==> config.mk <==
export PLATFORM = sky130hd
export DESIGN_NAME = adc_serial_command_sequencer
export DESIGN_NICKNAME = d
export VERILOG_FILES = /design/src/adc_seq_pkg.sv /design/src/adc_serial_command_sequencer.sv
export SDC_FILE = /design/constraint.sdc
export NUM_CORES = 1
export LEC_CHECK = 0
export ABC_AREA = 1
export BUFFER_PORTS_ARGS = -buffer_cell sky130_fd_sc_hd__buf_2
export CORE_ASPECT_RATIO = 0.5
export CORE_MARGIN = 2
export CORE_UTILIZATION = 50
export DETAILED_ROUTE_END_ITERATION = 16
export GPL_TIMING_DRIVEN = 1
export PLACE_DENSITY_LB_ADDON = 0.25
export SLEW_MARGIN = 15
export SYNTH_ARGS = -nofsm -noshare
export SYNTH_HDL_FRONTEND = slang
export SYNTH_SLANG_ARGS = --single-unit
==> constraint.sdc <==
create_clock -name clk_i -period 5.1 [get_ports clk_i]
set_clock_uncertainty 0.2 [all_clocks]
set_input_delay 0 -clock clk_i [delete_from_list [all_inputs] [get_ports clk_i]]
set_output_delay 0 -clock clk_i [all_outputs]
set_load 0.01 [all_outputs]
==> src/adc_seq_pkg.sv <==
`default_nettype none
package adc_seq_pkg;
  // clock rates and derived conversion-clock enable
  localparam int unsigned CLK_HZ   = 50_000_000;
  localparam int unsigned CONVERSION_CLOCK_HZ  = 2_500_000;
  localparam int unsigned CONVERSION_CLOCK_DIV = CLK_HZ / CONVERSION_CLOCK_HZ;
  localparam logic [4:0]  CONVERSION_CLOCK_CNT_MAX = 5'(CONVERSION_CLOCK_DIV - 1);
  // conversion sequence figures, in divided-clock cycles; the trigger hold in conversion_clock edges
  localparam logic [5:0]  CONV_LAST   = 6'h31;  // 50 cycles, 0..49
  localparam logic [5:0]  PGA_LAST    = 6'h23;  // 36 cycles, 0..35
  localparam logic [1:0]  START_EDGES = 2'h2;   // divided_conversion_clock edges before start
  localparam logic [1:0]  TRIG_HOLD   = 2'h2;   // conversion_clock edges of debounce
  localparam logic [13:0] SAR_FIRST   = 14'h2000;
  // register indices (byte address is four times the index)
  localparam logic [4:0]  REG_RES_LO  = 5'h00;
  localparam logic [4:0]  REG_RES_HI  = 5'h01;
  localparam logic [4:0]  REG_VALID   = 5'h02;
  localparam logic [4:0]  REG_ADC_CTL = 5'h03;
  localparam logic [4:0]  REG_GAIN_MX = 5'h04;
  localparam logic [4:0]  REG_DIO_ST  = 5'h05;
  localparam logic [4:0]  REG_DIO_CTL = 5'h06;
  localparam logic [4:0]  REG_REF_OSC = 5'h07;
  localparam logic [4:0]  REG_SER_CTL = 5'h18;
  localparam logic [4:0]  REG_ID      = 5'h1F;
  // field positions
  localparam int unsigned START_BIT = 7;   // start_request_bit, regs 4/5
  localparam int unsigned BIN_BIT   = 5;   // straight binary readout
  localparam int unsigned OSCE_BIT  = 4;   // internal oscillator enable
  localparam int unsigned SE_BIT    = 3;   // channel_code single-ended
  localparam int unsigned BIDIR_BIT = 6;   // serial input line drives too
  localparam int unsigned LSBF_BIT  = 0;   // result bits lsb first
  localparam int unsigned I_DIRECT  = 7;
  localparam int unsigned I_READ    = 6;
  localparam int unsigned I_WIDE    = 5;
  // reset values; identity value is arbitrary
  localparam logic [7:0]  REG_RST   = 8'h00;
  localparam logic [7:0]  ID_VALUE  = 8'h5A;
  typedef enum logic {SER_INSTR, SER_DATA} ser_state_t;
  typedef enum logic [1:0] {CV_IDLE, CV_WAIT, CV_RUN} cv_state_t;
endpackage
`default_nettype wire

==> src/adc_serial_command_sequencer.sv <==
// Added by the designer: the register addresses and the Wishbone slave port.
`timescale 1ns/1ps
`default_nettype none
// What this block does
// - result is 14-bit two's complement SAR
// - differential codes span -8192 to 8191
// - single-ended codes clamp to 0..8191
// - result shifts out msb or lsb first
// - conversion lasts 50 divided-clock cycles
// - first 36 cycles are amplifier phase
// - last 14 cycles resolve one bit each
// - four events start a conversion
// - trigger starts on second conversion clock edge
// - edge-select pin picks serial clock edge
// - serial input line can drive read data
// - busy pin high during conversion
// - reset pin restores power-on state
// - pin or register bit, ORed, takes effect
// - trigger edge-triggered, held two clock periods
// - instruction top bit picks direct or register
// - direct bits 6..4 give gain code
// - direct low bits give channel code
// - direct instruction stores low seven bits
// - bit 6 direction, bit 5 length
// - second byte goes to index xor one
// - direct start on second divided-clock edge
// - divide factor is 1, 2, 4 or 8
module adc_serial_command_sequencer
  import adc_seq_pkg::*;
(
  input  wire logic        clk_i,
  input  wire logic        rst_i,
  input  wire logic        wb_cyc_i,
  input  wire logic        wb_stb_i,
  input  wire logic        wb_we_i,
  input  wire logic [7:0]  wb_adr_i,
  input  wire logic [3:0]  wb_sel_i,
  input  wire logic [31:0] wb_dat_i,
  output logic      [31:0] wb_dat_o,
  output logic             wb_ack_o,
  input  wire logic        sclk_i,
  input  wire logic        cs_n_i,
  input  wire logic        edge_sel_i,
  input  wire logic        serial_input_line_i,
  output logic             serial_input_line_o,
  output logic             serial_input_line_oe_n_o,
  output logic             dout_o,
  input  wire logic        convert_i,
  input  wire logic        reset_pin_i,
  input  wire logic        internal_oscillator_pin_i,
  output logic             osc_on_o,
  input  wire logic        comparator_i,
  output logic      [13:0] dac_code_o,
  output logic      [2:0]  gain_code_o,
  output logic      [3:0]  channel_code_o,
  output logic             busy_o
);
  import adc_seq_pkg::*;

  logic        rst_all;
  logic        soft_rst_q;
  logic [7:0]  adc_ctl_q, gain_mux_q, dio_st_q, dio_ctl_q;
  logic [7:0]  ref_osc_q, ser_ctl_q;
  logic [13:0] result_q;
  logic [4:0]  conversion_clock_cnt_q;
  logic        conversion_clock_tick;
  logic [2:0]  divided_conversion_clock_cnt_q, df_max;
  logic        divided_conversion_clock_tick;
  logic [1:0]  trig_cnt_q;
  logic        trig_armed_q, trig_go;
  cv_state_t   cv_state_q;
  logic [1:0]  wait_cnt_q;
  logic [5:0]  cv_cnt_q;
  logic [13:0] sar_mask, sar_next, code_next;
  ser_state_t  ser_state_q;
  logic        sclk_q, act;
  logic [2:0]  bit_cnt_q;
  logic [7:0]  rx_q, rx_d, tx_q;
  logic [7:0]  rd_first, rd_second;
  logic        is_read_q, wide_q, second_q;
  logic [4:0]  idx_q;
  logic        direct_go, ser_wr, start_req;
  logic        wb_req, wb_wr;
  logic        wr_en;
  logic [4:0]  wr_idx;
  logic [7:0]  wr_data;

  // register read decode shared by bus and serial port
  function automatic logic [7:0] reg_read(input logic [4:0] i);
    logic [13:0] r;
    r = adc_ctl_q[BIN_BIT] ? {~result_q[13], result_q[12:0]} : result_q;
    case (i)
      REG_RES_LO:  reg_read = {r[5:0], 2'h0};
      REG_RES_HI:  reg_read = r[13:6];
      REG_ADC_CTL: reg_read = adc_ctl_q;
      REG_GAIN_MX: reg_read = {busy_o, gain_mux_q[6:0]};
      REG_DIO_ST:  reg_read = {busy_o, 3'h0, dio_st_q[3:0]};
      REG_DIO_CTL: reg_read = dio_ctl_q;
      REG_REF_OSC: reg_read = ref_osc_q;
      REG_SER_CTL: reg_read = ser_ctl_q;
      REG_ID:      reg_read = ID_VALUE;
      default:     reg_read = 8'h00;
    endcase
  endfunction

  ////////////////////////////////////////////////////////////////////////////
  // reset: external, pin or write of the result low register
  assign rst_all = rst_i | reset_pin_i | soft_rst_q;

  always_ff @(posedge clk_i)
  begin
    if (rst_all)
      soft_rst_q <= 1'b0;
    else
      soft_rst_q <= wr_en && (wr_idx == REG_RES_LO);
  end

  ////////////////////////////////////////////////////////////////////////////
  // conversion clock enable and divided clock enable
  assign conversion_clock_tick = (conversion_clock_cnt_q == CONVERSION_CLOCK_CNT_MAX);
  assign df_max    = 3'((4'h1 << adc_ctl_q[1:0]) - 4'h1);
  assign divided_conversion_clock_tick = conversion_clock_tick && (divided_conversion_clock_cnt_q == df_max);

  always_ff @(posedge clk_i)
  begin
    if (rst_all)
    begin
      conversion_clock_cnt_q <= 5'h00;
      divided_conversion_clock_cnt_q <= 3'h0;
    end
    else
    begin
      conversion_clock_cnt_q <= conversion_clock_tick ? 5'h00 : conversion_clock_cnt_q + 5'h01;
      // a trigger start restarts the divided clock so that the
      // conversion spans whole divided-clock periods
      if (conversion_clock_tick)
        divided_conversion_clock_cnt_q <= (divided_conversion_clock_cnt_q >= df_max ||
                       (trig_go && cv_state_q == CV_IDLE))
                      ? 3'h0 : divided_conversion_clock_cnt_q + 3'h1;
    end
  end

  ////////////////////////////////////////////////////////////////////////////
  // trigger pin debounce: rising level held two conversion clock edges;
  // the start fires on the accepting conversion clock edge itself
  assign trig_go = conversion_clock_tick && convert_i && trig_armed_q &&
                   (trig_cnt_q + 2'h1 == TRIG_HOLD);

  always_ff @(posedge clk_i)
  begin
    if (rst_all)
    begin
      trig_cnt_q   <= 2'h0;
      trig_armed_q <= 1'b0;
    end
    else if (conversion_clock_tick)
    begin
      if (!convert_i)
      begin
        trig_cnt_q   <= 2'h0;
        trig_armed_q <= 1'b1;
      end
      else if (trig_armed_q)
      begin
        trig_cnt_q <= trig_cnt_q + 2'h1;
        if (trig_go)
          trig_armed_q <= 1'b0;
      end
    end
  end

  ////////////////////////////////////////////////////////////////////////////
  // serial port: active edge detect and instruction decode
  assign act = !cs_n_i && (edge_sel_i ? (sclk_i && !sclk_q)
                                      : (!sclk_i && sclk_q));
  assign rx_d = {rx_q[6:0], serial_input_line_i};
  assign direct_go = act && (ser_state_q == SER_INSTR) &&
                     (bit_cnt_q == 3'h7) && rx_d[I_DIRECT];
  assign ser_wr = act && (ser_state_q == SER_DATA) && !is_read_q &&
                  (bit_cnt_q == 3'h7);

  // read data for the first and the paired second byte of a transfer
  always_comb
  begin
    rd_first  = reg_read(rx_d[4:0]);
    rd_second = reg_read(idx_q ^ 5'h01);
  end

  always_ff @(posedge clk_i)
  begin
    if (rst_all)
    begin
      sclk_q      <= 1'b0;
      ser_state_q <= SER_INSTR;
      bit_cnt_q   <= 3'h0;
      rx_q        <= 8'h00;
      tx_q        <= 8'h00;
      is_read_q   <= 1'b0;
      wide_q      <= 1'b0;
      second_q    <= 1'b0;
      idx_q       <= 5'h00;
      dout_o      <= 1'b0;
    end
    else
    begin
      sclk_q <= sclk_i;
      if (cs_n_i)
      begin
        ser_state_q <= SER_INSTR;
        bit_cnt_q   <= 3'h0;
      end
      else if (act)
      begin
        rx_q      <= rx_d;
        bit_cnt_q <= bit_cnt_q + 3'h1;
        if (ser_state_q == SER_INSTR)
        begin
          if (bit_cnt_q == 3'h7 && !rx_d[I_DIRECT])
          begin
            ser_state_q <= SER_DATA;
            is_read_q   <= rx_d[I_READ];
            wide_q      <= rx_d[I_WIDE];
            second_q    <= 1'b0;
            idx_q       <= rx_d[4:0];
            tx_q        <= rd_first;
            dout_o      <= ser_ctl_q[LSBF_BIT] ? rd_first[0] : rd_first[7];
          end
        end
        else if (bit_cnt_q == 3'h7)
        begin
          if (wide_q && !second_q)
          begin
            second_q <= 1'b1;
            idx_q    <= idx_q ^ 5'h01;
            tx_q     <= rd_second;
            dout_o   <= ser_ctl_q[LSBF_BIT] ? rd_second[0] : rd_second[7];
          end
          else
            ser_state_q <= SER_INSTR;
        end
        else if (ser_ctl_q[LSBF_BIT])
        begin
          tx_q   <= {1'b0, tx_q[7:1]};
          dout_o <= tx_q[1];
        end
        else
        begin
          tx_q   <= {tx_q[6:0], 1'b0};
          dout_o <= tx_q[6];
        end
      end
    end
  end

  // serial input line turns round to drive read data when bidirectional
  always_ff @(posedge clk_i)
  begin
    if (rst_all)
    begin
      serial_input_line_o      <= 1'b0;
      serial_input_line_oe_n_o <= 1'b1;
    end
    else
    begin
      serial_input_line_o      <= dout_o;
      serial_input_line_oe_n_o <= !(ser_ctl_q[BIDIR_BIT] && !cs_n_i &&
                                    ser_state_q == SER_DATA && is_read_q);
    end
  end

  ////////////////////////////////////////////////////////////////////////////
  // write port: serial wins, bus waits a cycle on a clash
  assign wb_req  = wb_cyc_i && wb_stb_i && !wb_ack_o && !ser_wr && !direct_go;
  assign wb_wr   = wb_req && wb_we_i && wb_sel_i[0];
  assign wr_en   = ser_wr || wb_wr;
  assign wr_idx  = ser_wr ? idx_q : wb_adr_i[6:2];
  assign wr_data = ser_wr ? rx_d : wb_dat_i[7:0];
  assign start_req = direct_go ||
                     (wr_en && wr_data[START_BIT] &&
                      (wr_idx == REG_GAIN_MX || wr_idx == REG_DIO_ST));

  always_ff @(posedge clk_i)
  begin
    if (rst_all)
    begin
      adc_ctl_q  <= REG_RST;
      gain_mux_q <= REG_RST;
      dio_st_q   <= REG_RST;
      dio_ctl_q  <= REG_RST;
      ref_osc_q  <= REG_RST;
      ser_ctl_q  <= REG_RST;
    end
    else if (direct_go)
      gain_mux_q <= {1'b0, rx_d[6:0]};
    else if (wr_en)
    begin
      case (wr_idx)
        REG_ADC_CTL: adc_ctl_q  <= wr_data;
        REG_GAIN_MX: gain_mux_q <= {1'b0, wr_data[6:0]};
        REG_DIO_ST:  dio_st_q   <= {4'h0, wr_data[3:0]};
        REG_DIO_CTL: dio_ctl_q  <= {4'h0, wr_data[3:0]};
        REG_REF_OSC: ref_osc_q  <= wr_data;
        REG_SER_CTL: ser_ctl_q  <= wr_data;
        default:     ser_ctl_q  <= ser_ctl_q;
      endcase
    end
  end

  // wishbone answer one cycle after the request
  always_ff @(posedge clk_i)
  begin
    if (rst_all)
    begin
      wb_ack_o <= 1'b0;
      wb_dat_o <= 32'h0000_0000;
    end
    else
    begin
      wb_ack_o <= wb_req;
      if (wb_req && !wb_we_i)
        wb_dat_o <= {24'h00_0000, reg_read(wb_adr_i[6:2])};
    end
  end

  ////////////////////////////////////////////////////////////////////////////
  // successive approximation step, offset binary trial code
  assign sar_mask  = 14'h0001 << (CONV_LAST - cv_cnt_q);
  assign sar_next  = (comparator_i ? dac_code_o : (dac_code_o & ~sar_mask))
                     | (sar_mask >> 1);
  assign code_next = {~sar_next[13], sar_next[12:0]};

  always_ff @(posedge clk_i)
  begin
    if (rst_all)
    begin
      cv_state_q <= CV_IDLE;
      wait_cnt_q <= 2'h0;
      cv_cnt_q   <= 6'h00;
      busy_o     <= 1'b0;
      dac_code_o <= 14'h0000;
      result_q   <= 14'h0000;
    end
    else
    begin
      case (cv_state_q)
        CV_IDLE:
        begin
          if (trig_go)
          begin
            cv_state_q <= CV_RUN;
            cv_cnt_q   <= 6'h00;
            busy_o     <= 1'b1;
          end
          else if (start_req)
          begin
            cv_state_q <= CV_WAIT;
            wait_cnt_q <= 2'h0;
          end
        end
        CV_WAIT:
        begin
          if (divided_conversion_clock_tick)
          begin
            wait_cnt_q <= wait_cnt_q + 2'h1;
            if (wait_cnt_q + 2'h1 == START_EDGES)
            begin
              cv_state_q <= CV_RUN;
              cv_cnt_q   <= 6'h00;
              busy_o     <= 1'b1;
            end
          end
        end
        CV_RUN:
        begin
          if (divided_conversion_clock_tick)
          begin
            cv_cnt_q <= cv_cnt_q + 6'h01;
            if (cv_cnt_q == PGA_LAST)
              dac_code_o <= SAR_FIRST;
            else if (cv_cnt_q > PGA_LAST)
              dac_code_o <= sar_next;
            if (cv_cnt_q == CONV_LAST)
            begin
              cv_state_q <= CV_IDLE;
              busy_o     <= 1'b0;
              result_q   <= (gain_mux_q[SE_BIT] && code_next[13])
                            ? 14'h0000 : code_next;
            end
          end
        end
        default: cv_state_q <= CV_IDLE;
      endcase
    end
  end

  // configuration outputs
  always_ff @(posedge clk_i)
  begin
    if (rst_all)
      osc_on_o <= 1'b0;
    else
      osc_on_o <= internal_oscillator_pin_i || ref_osc_q[OSCE_BIT];
  end
  assign gain_code_o    = gain_mux_q[6:4];
  assign channel_code_o = gain_mux_q[3:0];
endmodule // adc_serial_command_sequencer
`default_nettype wire

==> summary.txt <==
FLOORPLAN
----------------------------------------------------------------------------------------
Vertical die dimension ....................................................      91.3 um
Die X-Extent ..............................................................       179 um
Die area ..................................................................  16,300 um^2
Row count .................................................................           31
Core Area .................................................................  14,700 um^2
IO Pins ...................................................................          116
Initial standard-cell utilization of the core .............................        0.520

WORST SETUP PATH
----------------------------------------------------------------------------------------
Launch instance of the worst register-to-register path .................... bit_cnt_q[0]
Category of cells accounting for the largest share of critical-path delay . simple AND/OR/NAND/NOR gates
Highest-delay cell along the critical path ................................ sky130_fd_sc_hd__dlygate4sd3_1
Worst Path Max Fanout .....................................................           22
Critical path data arrival time ...........................................      3.93 ns
Startpoint of the worst setup timing path ................................. bit_cnt_q[0]
Critical Path Sink ........................................................   soft_rst_q
Required time of the critical path ........................................      5.26 ns
Stages on the worst setup path ............................................           12
FF-to-FF End ..............................................................   soft_rst_q
Worst reg-to-reg setup slack ..............................................      1.34 ns
Worst path bufs/invs ......................................................            2
R2R depth .................................................................           12
Crit Path Category ........................................................      reg2reg
Element type at the critical path start ...................................    flip-flop
Kind of end point of the critical path ....................................    flip-flop
Cell breakdown of the critical path ....................................... ha_1 > ha_1 > nand2_2 > nor2_4 > nand4_4 > nand2_1 > o21ai_2 > nor2_2 > nand2_1 > dlygate4sd3_1 > nor4_1 > dlygate4sd3_1
Stage delay of the slowest cell on the critical path ......................      0.62 ns

GLOBAL ROUTE
----------------------------------------------------------------------------------------
Number of global-route vias before repair .................................        7,531
Antenna violations before repair ..........................................            1
Global Route met1 Usage ...................................................        0.467
First-pass GRT wire length ................................................    41,100 um
Met2 layer usage reported by global route .................................        0.504
Total global routing track utilization ....................................        0.332
Met3 usage ................................................................       0.0913
Largest net degree at the start of global routing .........................           66
Busiest layer in global routing ...........................................         met2
Overflow left after global routing ........................................            0

PLACE
----------------------------------------------------------------------------------------
Final weighted congestion in routability-driven placement .................         1.01
Post-detailed-placement half-perimeter wirelength .........................    19,700 um
Number of buffers inserted by port buffering ..............................           61
Cells after DPL ...........................................................        1,404

LOGIC SYNTHESIS
----------------------------------------------------------------------------------------
Share of the yosys chip area belonging to registers .......................        0.344
Synth Area per Inst .......................................................    6.49 um^2
Cell count after synthesis ................................................        1,175
Post-Synthesis Cell Area ..................................................    7620 um^2
Number of warning messages in the yosys log ...............................            0
Number of flops mapped to enable cells by yosys ...........................            0
Synthesized flop and latch total ..........................................          131
Post-synthesis cell type count ............................................           45
Synth Flop Type ........................................................... sky130_fd_sc_hd__dfxtp_1
Ys async rst share ........................................................            0

CLOCK TREE
----------------------------------------------------------------------------------------
CTS sink count ............................................................          131
Clk root buf .............................................................. sky130_fd_sc_hd__clkbuf_16
CTS Buffer Depth ..........................................................            2
Post-CTS resize count .....................................................            0
TritonCTS clock tree ......................................................        built
Clock slew seen by the registers of the worst setup and hold paths ........      0.06 ns
TritonCTS buffer count ....................................................           17
CTS HTree Levels ..........................................................            4
Skew-Pair Late Insertion Delay ............................................      0.43 ns

ROUTE
----------------------------------------------------------------------------------------
Average wire length per cell after detail routing .........................      18.2 um
Number of DRC markers after the initial detailed-route iteration ..........          833
Drc violations ............................................................            0
Total vias in the final route .............................................        8,170
Iteration count of the initial detailed-routing pass ......................            7
Drt total wl ..............................................................    26,500 um
Ratio of routed vias to standard cells ....................................         5.60
Antenna Violating Nets Remaining ..........................................            0

STA
----------------------------------------------------------------------------------------
Min Clock Period, post-route ..............................................      3.76 ns
Final setup violation count ...............................................            0
Maximum clock rate ........................................................      266 MHz
Period utilization ........................................................        0.738
Total negative slack for setup checks .....................................         0 ns
Actual transition at the worst max-transition pin .........................     0.970 ns
RSZ-0062 raised after global routing ......................................        false
Worst-case headroom to the max-slew limit .................................        0.349
Number of max-slew violations in the final report .........................            0
Final Hold Vio Count ......................................................            0

FINAL LAYOUT
----------------------------------------------------------------------------------------
Count of nets after finishing .............................................        1,317
Finished Layout Cells .....................................................        1,458
Final antenna diode count .................................................            0
Proportion of layout cells with a drive suffix above 1 ....................        0.112
Area added between synthesis and finish ...................................        15.9%

HOLD PATH
----------------------------------------------------------------------------------------
Path type of the worst min-delay path .....................................       in2reg

POWER
----------------------------------------------------------------------------------------
Largest vdd supply drop ...................................................     0.225 mV
Power density of the placed cells .........................................  285 nW/um^2
Static Leakage ............................................................      3.67 nW

RUN STATUS
----------------------------------------------------------------------------------------
Run status ................................................................ complete, no violations

FLOW RUN
----------------------------------------------------------------------------------------
Max cap viols .............................................................            0

flip-flops by register name (all words and copies together), names as in the netlist, 6 cells and up:
signal / flops
ser_ctl_q: 8
dac_code_o: 14
gain_mux_q: 7
ref_osc_q: 8
wb_dat_o: 8
tx_q: 8
rx_q: 7
cv_cnt_q: 6
result_q: 14
adc_ctl_q: 8
layout make-up:
cell class	count	area (um^2)
inverters	151	567
clock inverters	12	203
repair buffers	87	558
flip-flops and latches	131	2620
clock buffers	19	453
fillers	1392	5820
multi-input cells	860	4190
well taps	198	248
metal layers:
metal  up-vias  share of wire
li1       3951              -
met1      3781           0.47
met2       387           0.42
met3        49          0.096
met4         2          0.016
met5         -        0.00042
report_power, final:
group          internal, mW  switching (mW)  total (mW)
clock                 0.893           0.478        1.37
combinational        0.0353          0.0855       0.121
sequential             1.03         0.00260        1.03
placed cells by master (no fill, tap or decap), types with 12 or more instances in the layout:
cell | Yosys | layout
sky130_fd_sc_hd__nand2_1 | 284 | 284
sky130_fd_sc_hd__nor2_1 | 148 | 148
sky130_fd_sc_hd__inv_1 | 146 | 145
sky130_fd_sc_hd__dfxtp_1 | 131 | 131
sky130_fd_sc_hd__a21oi_1 | 106 | 106
sky130_fd_sc_hd__o21ai_0 | 79 | 79
sky130_fd_sc_hd__buf_2 | 3 | 61
sky130_fd_sc_hd__nand3_1 | 51 | 51
sky130_fd_sc_hd__o22ai_1 | 36 | 36
sky130_fd_sc_hd__conb_1 | 1 | 24
sky130_fd_sc_hd__dlygate4sd3_1 | 0 | 23
sky130_fd_sc_hd__nor3_1 | 19 | 18
sky130_fd_sc_hd__clkbuf_16 | 0 | 17
sky130_fd_sc_hd__nand4_1 | 13 | 13
sky130_fd_sc_hd__ha_1 | 12 | 12
synth_stat cells (all sizes together), types with 6 or more instances:
master	instances	share of area
clkbuf	21	0.010
or2	8	0.0066
nand4	14	0.013
ha	12	0.020
o22ai	36	0.030
a21oi	106	0.070
a211oi	14	0.017
o31ai	6	0.0059
nor3	21	0.017
o21ai	90	0.063
dfxtp	131	0.34
nand2	294	0.15
nor2	155	0.080
buf	35	0.034
nand3	54	0.038
inv	150	0.074
worst min path at each step:
stage | slack, ns | depth (start not counted) | from | endpoint
floorplan | -0.07 | 2 | internal_oscillator_pin_i | osc_on_o
global placement | 0.02 | 3 | internal_oscillator_pin_i | osc_on_o
detailed placement | 0.02 | 3 | internal_oscillator_pin_i | osc_on_o
CTS | 0.003 | 5 | wb_dat_i[2] | ser_ctl_q[2]
global route | 0.06 | 5 | wb_dat_i[2] | ser_ctl_q[2]
finish | 0.03 | 5 | wb_dat_i[2] | ser_ctl_q[2]
kinds of logic after synthesis:
family / after synthesis / share of synthesized area
and+or+nand+nor: 548 / 0.306
AOI/OAI and AO/OA: 271 / 0.205
buffers and inverters: 207 / 0.119
DFF: 131 / 0.344
adders and majority gates: 12 / 0.0197
xor gates and xnor gates: 5 / 0.00575
other: 1 / 0.000492
what timing repair did:
item                                   CTS  global route
buffers inserted                         0             0
endpoints found under the hold margin   68             0
hold buffers                            23             0
worst min-delay path: cells and delay by family:
family / cells / cell delay, ns
buffers and inverters: 1 / 0.10
and+or+nand+nor: 3 / 0.27
AOI/OAI and AO/OA: 1 / 0.25
through the flow:
| step | hold slack (ns) | worst slack [ns] | instance area (um^2) | power (mW) | utilization |
|---|---|---|---|---|---|
| 2_1_floorplan | -0.0706 | 2.75 | 7710 | 1.13 | - |
| 3_3_place_gp | 0.0188 | 2.01 | 7950 | 1.15 | 0.542 |
| 3_5_place_dp | 0.0235 | 1.98 | 7950 | 1.16 | 0.542 |
| 4_1_cts | 0.00299 | 1.45 | 8840 | 2.52 | 0.603 |
| 5_1_grt | 0.0630 | 1.15 | 8840 | 2.58 | 0.603 |
| 6_report | 0.0330 | 1.34 | 8840 | 2.52 | 0.603 |
(Power assumes the default switching activity.)
